[config.mk]
export PLATFORM = sky130hd
export DESIGN_NAME = subclock_watchdog_timer
export DESIGN_NICKNAME = d
export VERILOG_FILES = /design/src/verilog/subclock_watchdog_pkg.sv /design/src/verilog/subclock_watchdog_timer.sv
export VERILOG_INCLUDE_DIRS = /design/src /design/src/verilog
export SDC_FILE = /design/constraint.sdc
export NUM_CORES = 1
export LEC_CHECK = 0
export BUFFER_PORTS_ARGS = -buffer_cell sky130_fd_sc_hd__buf_2
export CORE_MARGIN = 1
export CORE_UTILIZATION = 40
export CTS_CLUSTER_SIZE = 20
export DETAILED_ROUTE_END_ITERATION = 10
export MAX_ROUTING_LAYER = met4
export PLACE_DENSITY = 0.74
export SLEW_MARGIN = 30
export SYNTH_ARGS = -nofsm -noshare
export SYNTH_HDL_FRONTEND = slang
export SYNTH_SLANG_ARGS = --single-unit
export TNS_END_PERCENT = 1
[constraint.sdc]
create_clock -name pclk -period 2.6 [get_ports pclk]
set_input_delay 0.13 -clock pclk [delete_from_list [all_inputs] [get_ports pclk]]
set_output_delay 0.13 -clock pclk [all_outputs]
set_load 0.05 [all_outputs]
[src/verilog/subclock_watchdog_cfg.svh]
// Purpose: Offsets, field positions, reset values and timing figures of the watchdog.
// Assumes: APB byte addressing with one 32-bit word per register.
// Notes:   Definitions only.
`ifndef SUBCLOCK_WATCHDOG_CFG_SVH
`define SUBCLOCK_WATCHDOG_CFG_SVH

`define WDT_ADDR_WIDTH        16
`define WDT_CTRL_OFFSET       16'hff40
`define WDT_STATUS_OFFSET     16'hff44
`define WDT_ENABLE_POS        7
`define WDT_RESTART_POS       2
`define WDT_ENABLE_RESET      1'h1
`define WDT_STAT_PENDING_POS  0
`define WDT_STAT_STAGE_LSB    4
`define WDT_DEFAULT_PERIOD    131072
`define WDT_STAGE_LAST        2'h3
`define WDT_NMI_LEVEL         3'h4
`define WDT_NMI_VECTOR        24'h000004

`endif

[src/verilog/subclock_watchdog_pkg.sv]
// Purpose: Types used by the watchdog design only.
// Assumes: Nothing beyond the configuration header.
// Notes:   Fields of the control word travel together as one struct.
package subclock_watchdog_pkg;

	// Software-visible control state of the watchdog.
	typedef struct packed {
		logic enable;
	} wdt_ctrl_type;

	// Counting state of the timeout stage.
	typedef enum logic [1:0] {
		ST_STOPPED  = 2'b00,
		ST_COUNTING = 2'b01,
		ST_EXPIRED  = 2'b10
	} wdt_state_type;

endpackage : subclock_watchdog_pkg

[src/verilog/subclock_watchdog_timer.sv]
// Purpose: Watchdog timer counting sub-clock cycles, raising a non-maskable request.
// Assumes: sub_clock_oscillator is an asynchronous pin, far slower than pclk.
// Notes:   APB slave; pready is always high; unmapped addresses answer pslverr.
`timescale 1ns/1ps
`include "subclock_watchdog_cfg.svh"

module subclock_watchdog_timer #(
	parameter int PERIOD_CYCLES = `WDT_DEFAULT_PERIOD
) (
	input  wire logic                        pclk,
	input  wire logic                        presetn,
	input  wire logic                        psel,
	input  wire logic                        penable,
	input  wire logic                        pwrite,
	input  wire logic [`WDT_ADDR_WIDTH-1:0]  paddr,
	input  wire logic [31:0]                 pwdata,
	output logic      [31:0]                 prdata,
	output logic                             pready,
	output logic                             pslverr,
	input  wire logic                        sub_clock_oscillator,
	input  wire logic                        sleep_active,
	output logic                             nmi_request,
	output logic      [2:0]                  nmi_level,
	output logic      [23:0]                 nmi_vector
);

	localparam int QUARTER   = PERIOD_CYCLES / 4;
	localparam int PRE_WIDTH = $clog2(QUARTER);

	// Returns one when the APB address selects the given register.
	function automatic logic addr_hit(input logic [`WDT_ADDR_WIDTH-1:0] a,
		input logic [`WDT_ADDR_WIDTH-1:0] offset);
		addr_hit = (a == offset);
	endfunction : addr_hit

	subclock_watchdog_pkg::wdt_ctrl_type  ctrl_q;
	subclock_watchdog_pkg::wdt_ctrl_type  ctrl_d;
	subclock_watchdog_pkg::wdt_state_type state_q;
	subclock_watchdog_pkg::wdt_state_type state_d;
	logic [2:0]            sync_q;
	logic [2:0]            sync_d;
	logic                  level_q;
	logic                  level_d;
	logic [PRE_WIDTH-1:0]  pre_q;
	logic [PRE_WIDTH-1:0]  pre_d;
	logic [1:0]            stage_q;
	logic [1:0]            stage_d;
	logic [31:0]           prdata_q;
	logic [31:0]           prdata_d;
	logic                  pslverr_d;
	logic                  pslverr_q;
	logic                  access;
	logic                  wr_ctrl;
	logic                  restart;
	logic                  sub_tick;
	logic                  quarter_done;

	// Bus decode: a transfer completes in its first access cycle.
	assign access  = psel & penable;
	assign wr_ctrl = access & pwrite & addr_hit(paddr, `WDT_CTRL_OFFSET);
	assign restart = wr_ctrl & pwdata[`WDT_RESTART_POS];
	assign pready  = 1'b1;
	assign prdata  = prdata_q;
	assign pslverr = pslverr_q;

	// Fixed delivery attributes of the request.
	assign nmi_level  = `WDT_NMI_LEVEL;
	assign nmi_vector = `WDT_NMI_VECTOR;

	// Sub-clock edge: counted once the second and third stages agree on high.
	always_comb
	begin
		sync_d   = {sync_q[1:0], sub_clock_oscillator};
		level_d  = level_q;
		if (sync_q[1] == sync_q[2])
		begin
			level_d = sync_q[2];
		end
		sub_tick = (sync_q[1] == sync_q[2]) & sync_q[2] & ~level_q;
	end

	always_ff @(posedge pclk or negedge presetn)
	begin
		if (!presetn)
		begin
			sync_q  <= 3'h0;
			level_q <= 1'b0;
		end
		else
		begin
			sync_q  <= sync_d;
			level_q <= level_d;
		end
	end

	// Register writes and read data; read data and error are captured in the
	// setup cycle so that they already stand when pready is sampled high.
	always_comb
	begin
		ctrl_d    = ctrl_q;
		prdata_d  = prdata_q;
		pslverr_d = pslverr_q;
		if (wr_ctrl)
		begin
			ctrl_d.enable = pwdata[`WDT_ENABLE_POS];
		end
		if (psel & ~penable)
		begin
			pslverr_d = 1'b0;
			prdata_d = 32'h0;
			if (addr_hit(paddr, `WDT_CTRL_OFFSET))
			begin
				prdata_d[`WDT_ENABLE_POS] = ctrl_q.enable;
				prdata_d[`WDT_RESTART_POS] = 1'b0;
			end
			else if (addr_hit(paddr, `WDT_STATUS_OFFSET))
			begin
				prdata_d[`WDT_STAT_PENDING_POS] = nmi_request;
				prdata_d[`WDT_STAT_STAGE_LSB +: 2] = stage_q;
			end
			else
			begin
				pslverr_d = 1'b1;
			end
		end
	end

	always_ff @(posedge pclk or negedge presetn)
	begin
		if (!presetn)
		begin
			ctrl_q.enable <= `WDT_ENABLE_RESET;
			prdata_q      <= 32'h0;
			pslverr_q     <= 1'b0;
		end
		else
		begin
			ctrl_q    <= ctrl_d;
			prdata_q  <= prdata_d;
			pslverr_q <= pslverr_d;
		end
	end

	// Quarter prescaler, held while stopped or asleep; restart clears only the quarter stage,
	// so the timeout lands between three and four quarters of the period.
	assign quarter_done = sub_tick & (pre_q == PRE_WIDTH'(QUARTER - 1));

	always_comb
	begin
		pre_d   = pre_q;
		stage_d = stage_q;
		state_d = state_q;
		case (state_q)
			subclock_watchdog_pkg::ST_STOPPED:
			begin
				if (ctrl_q.enable)
				begin
					state_d = subclock_watchdog_pkg::ST_COUNTING;
				end
			end
			subclock_watchdog_pkg::ST_COUNTING:
			begin
				// Sleep freezes prescaler and stage; halt has no input and never stops us.
				if (sub_tick & ~sleep_active)
				begin
					pre_d = quarter_done ? '0 : pre_q + 1'b1;
					if (quarter_done)
					begin
						stage_d = stage_q + 2'h1;
						if (stage_q == `WDT_STAGE_LAST)
						begin
							state_d = subclock_watchdog_pkg::ST_EXPIRED;
						end
					end
				end
			end
			subclock_watchdog_pkg::ST_EXPIRED:
			begin
				state_d = subclock_watchdog_pkg::ST_EXPIRED;
			end
			default:
			begin
				state_d = subclock_watchdog_pkg::ST_STOPPED;
			end
		endcase
		// Same-clock control: restart and disable act in the write cycle itself.
		if (restart)
		begin
			stage_d = 2'h0;
			if (ctrl_d.enable)
			begin
				state_d = subclock_watchdog_pkg::ST_COUNTING;
			end
		end
		if (!ctrl_d.enable)
		begin
			state_d = subclock_watchdog_pkg::ST_STOPPED;
			stage_d = 2'h0;
		end
	end

	always_ff @(posedge pclk or negedge presetn)
	begin
		if (!presetn)
		begin
			state_q <= subclock_watchdog_pkg::ST_COUNTING;
			pre_q   <= '0;
			stage_q <= 2'h0;
		end
		else
		begin
			state_q <= state_d;
			pre_q   <= pre_d;
			stage_q <= stage_d;
		end
	end

	// Request is a level held until restart or disable.
	assign nmi_request = (state_q == subclock_watchdog_pkg::ST_EXPIRED);

endmodule : subclock_watchdog_timer

# Word level (Yosys, flattened, before mapping)
# Cells that the tools add are included.
dict set report totals {
  reg_bits 29
  in_bits 55
  wordCells 61
  out_inout_bits 62
}
dict set report op_classes {
  eq_ne 14
  reduce_logical 4
  bitwise 12
  n_mux 21
  addsub 2
}
# cell n
set ops {}
lappend ops {{$eq 16x16->1 const B} 2}
lappend ops {{$mux 2} 13}
lappend ops {{$ne 4x4->1 const B} 4}
lappend ops {{$add 15x1->15 const B} 1}
lappend ops {{$eq 15x15->1 const B} 1}
lappend ops {{$mux 15} 1}
lappend ops {{$and 1x1->1} 9}
lappend ops {{$ne 3x1->1 const B} 3}
lappend ops {{$mux 1} 6}
lappend ops {{$pmux 2 s3} 1}
lappend ops {{$eq 2x2->1 const B} 2}
lappend ops {{$reduce_and 4->1} 1}
lappend ops {{$not 1->1} 3}
lappend ops {{$reduce_and 3->1} 1}
lappend ops {{$add 2x1->2 const B} 1}
lappend ops {{$eq 2x1->1 const B} 1}
lappend ops {{$logic_not 2->1} 1}
lappend ops {{$reduce_and 2->1} 1}
lappend ops {{$eq 1x1->1} 1}

# Logic depth before layout (Yosys ltp)
dict set report logic_depth {
  depth_word 9
  ltp_mapped 7
  ltp_nobuf 6
}

# Least setup slack after synthesis
# No wires, ideal clock.
dict set report synth_timing {
  path_kind {reg2reg}
  startpoint {register state_q[0]}
  endpoint {register stage_q[0]}
  setup_slack_ns 0.616
  synth_period_minus_slack_ns 1.984
  path_stages_with_launch 7
  required_time_ns 2.513
  arrival_ns 1.896
  setup_ns 0.087
  n_path_buf 1
  cell_sequence {dfstp_2 -> ha_1 -> nand4bb_4 -> or3_1 -> clkbuf_1 -> or3_1 -> a22oi_1}
}
dict set report synth_via {
  elab_chain_cells 3
}
# item line
set synth_rtl {}
lappend synth_rtl {{from (decl)} subclock_watchdog_timer.sv:38} ;# subclock_watchdog_pkg::wdt_state_type state_q;
lappend synth_rtl {{from (signal assigned)} subclock_watchdog_timer.sv:206} ;# state_q <= subclock_watchdog_pkg::ST_COUNTING;
lappend synth_rtl {{from (signal assigned)} subclock_watchdog_timer.sv:212} ;# state_q <= state_d;
lappend synth_rtl {{$eq 2x1->1} subclock_watchdog_timer.sv:153} ;# case (state_q)
lappend synth_rtl {{$ne 3x1->1 (no line)} --}
lappend synth_rtl {{$reduce_and 3->1 (no line)} --}
lappend synth_rtl {{to (signal assigned)} subclock_watchdog_timer.sv:214} ;# stage_q <= stage_d;
lappend synth_rtl {{to (decl)} subclock_watchdog_timer.sv:46} ;# logic [1:0] stage_q;
# Every way passes these cells.
# A chain may end at the register's enable or synchronous reset.

# Final worst setup path
# Ends and elaborated chain as after synthesis.

==> results.yml <==
status:
  outcome: "complete, no violations"
floorplan:
  ios: 117
  core.rowCount: 25
  die_h_um: 72.8
  design.core.area_um2: 4790
  initial_core_util_pct: 41.9
  die_x_um: 72.8
  dieArea_um2: 5300
grt:
  antenna_found_initial: 0
  grtUsageTotal_pct: 13.1
  grt_pass1_wl_mm: 5.22
  grt_max_degree: 30
  grt_pass1_vias: 1160
  overflow: 0
timing:
  tns_ns: 0
  fin_skew_ns: 0.00381
  worstMarginPinSlew_ns: 0.633
  finalSetupViolations: 0
  slew-limit-headroom_pct: 57.8
  rsz0062_at_grt: "no"
  finalMaxSlewViolations: 0
  fmax_mhz: 477
  min_period_ns: 2.10
  hold_viol_final: 0
  finalCritPeriodShare_pct: 80.6
yosys:
  synth_flop_cell: "dfrtp_1"
  yosys.area.top_type: "dfrtp_1"
  ys_types: 39
  avgSynthCellArea_um2: 9.74
  synth_edf_count: 0
  synth_seq_area_share_pct: 36.3
  synth-seq-cells: 29
  synth_top_area_share_pct: 33.7
  async_reset_ff_share_pct: 100
  syn_inst: 206
  yosysMostFrequentCell: "buf_4"
  synthTopCellsByArea: "dfrtp_1 34%, buf_4 21%, ha_1 4.4%"
  netlist_area_um2: 2010
  ys_top_cells_by_count: "56 x buf_4, 27 x dfrtp_1, 11 x nand3_1"
  yosysWarnings: 0
finish:
  final_core_util_pct: 44.7
  drive_above_1_share_pct: 22.2
  synthToLayoutAreaGrowth_pct: 6.67
  diodes: 0
  layout.nets: 304
pwr:
  vdd_ir_drop_max_mv: 0.370
  leakage_nw: 1.06
  powerDensity_nw_per_um2: 505
clock_network:
  cts.sinks: 29
  clockBufferDepth: 2
  cts-buffers-inserted: 5
  tritoncts: "yes"
  clk_pin_slew_ns: 0.06
  htree_levels: 2
  post_cts_buffers: 0
  clk_latency_ns: 0.27
  clockRootBuffer: "clkbuf_8"
routing:
  drt_first_iter_violations: 83
  vias: 1419
  vias_per_cell: 4.58
  wl_mm: 3.28
  drt_first_pass_iters: 4
  post_drt_wl_per_cell_um: 10.6
  detail-route-antenna-nets: 0
  drcViolationCount: 0
worst_setup_path:
  critPathKind: "reg2reg"
  worst_ep_required_time_ns: 2.79
  arrival_ns: 2.28
  critPathCaptureType: "flop"
  critPathLaunchType: "flop"
  worst-path-max-fanout: 7
place:
  gp_congestion: 0.852
  dp_hpwl_mm: 2.61
  io_buffers: 30
job:
  cap_violations: 0
worst_hold_path:
  worstHoldPathType: "in2reg"
[state kept, by name (all words and copies together) (netlist names)]
name,count
prdata,4
stage_q,2
pslverr,1
sync_q,3
level_q,1
state_q,2
ctrl_q,1
pre_q,15
[cell type report]
| cell class | instances | area [um2] |
|---|---|---|
| Fill cell | 477 | 2650 |
| Multi-Input combinational cell | 168 | 1030 |
| Sequential cell | 29 | 728 |
| Timing Repair Buffer | 32 | 170 |
| Clock buffer | 7 | 96.3 |
| Tap cell | 67 | 83.8 |
| Inverter | 6 | 22.5 |
| Clock inverter | 1 | 5.00 |
[power breakdown]
group | total, mW | switching, mW | internal [mW]
Sequential | 0.461 | 0.00491 | 0.456
Clock | 0.396 | 0.157 | 0.239
Combinational | 0.224 | 0.198 | 0.0262
[worst max-delay path: stages (launching register included)]
cell and delay (ns):
dfstp_2 0.54, ha_1 0.27, nand4bb_4 0.17, or3_1 0.51, or3_1 0.38, a22oi_1 0.15
[kinds of logic (layout without fill, tap and decap cells)]
family | Yosys count | count (layout) | synth area share [%]
and+or+nand+nor | 66 | 66 | 21.8
buffers and inverters | 63 | 46 | 22.3
DFF | 29 | 29 | 36.3
AOI/OAI and AO/OA | 28 | 28 | 9.73
adders and majority gates | 7 | 7 | 4.36
xor gates and xnor gates | 7 | 7 | 3.05
muxes | 4 | 4 | 2.12
other | 2 | 56 | 0.374
[worst paths after layout]
path	start	endpoint	slack, ns	depth (start not counted)
worst min-delay path	pwdata[2]	state_q[0]$_DFFE_PN1P_	0.12	3
max in group asynchronous	presetn	prdata[5]$_DFFE_PN0P_	1.78	2
min in group asynchronous	presetn	pre_q[8]$_DFFE_PN0P_	0.41	2
worst max-delay path	state_q[0]$_DFFE_PN1P_	stage_q[0]$_DFFE_PN0P_	0.50	5
worst min register to register	sync_q[0]$_DFF_PN0_	sync_q[1]$_DFF_PN0_	0.35	0
worst max register to register	state_q[0]$_DFFE_PN1P_	stage_q[0]$_DFFE_PN0P_	0.50	5
[stage by stage]
step                      hold WS (ns)  power (mW)  instance area (um2)  setup WS (ns)  cells
after floorplan                 -0.166       0.725                 2210          0.616    260
after global placement           0.188       0.688                 2020          0.517    300
after detailed placement         0.193       0.690                 2020          0.497    300
after CTS                        0.107        1.10                 2140          0.489    310
after global routing             0.107        1.13                 2140          0.376    310
final                            0.115        1.08                 2140          0.504    310
[cell usage in the layout, fill, tap and decap left out, types with 4 or more instances in the layout]
master / synthesis / layout
nand3_1: 11 / 11
buf_2: 0 / 30
clkbuf_8: 0 / 7
dfrtp_1: 27 / 27
nor2_1: 5 / 5
ha_1: 7 / 7
nand4_1: 7 / 7
inv_1: 6 / 6
or3_1: 6 / 6
o21ai_0: 10 / 10
xnor2_1: 4 / 4
a21oi_1: 5 / 5
nand2_1: 9 / 9
conb_1: 2 / 56
nor3_1: 5 / 5
a32o_2: 4 / 4
[per-layer routing]
metal | global-route usage, % | vias to the layer above | wire length [um]
met5 | - | - | 0
met1 | 16.8 | 675 | 1410
met4 | 3.92 | 0 | 34
met2 | 19.8 | 46 | 1660
li1 | - | 694 | -
met3 | 4.28 | 4 | 177
[what timing repair did]
| item | CTS | global route |
|---|---|---|
| hold buffers | 2 | 0 |
| hold endpoints to repair | 28 | 0 |
| gates resized for setup | 0 | 0 |
Note: power is estimated with default switching activity, not from simulation.
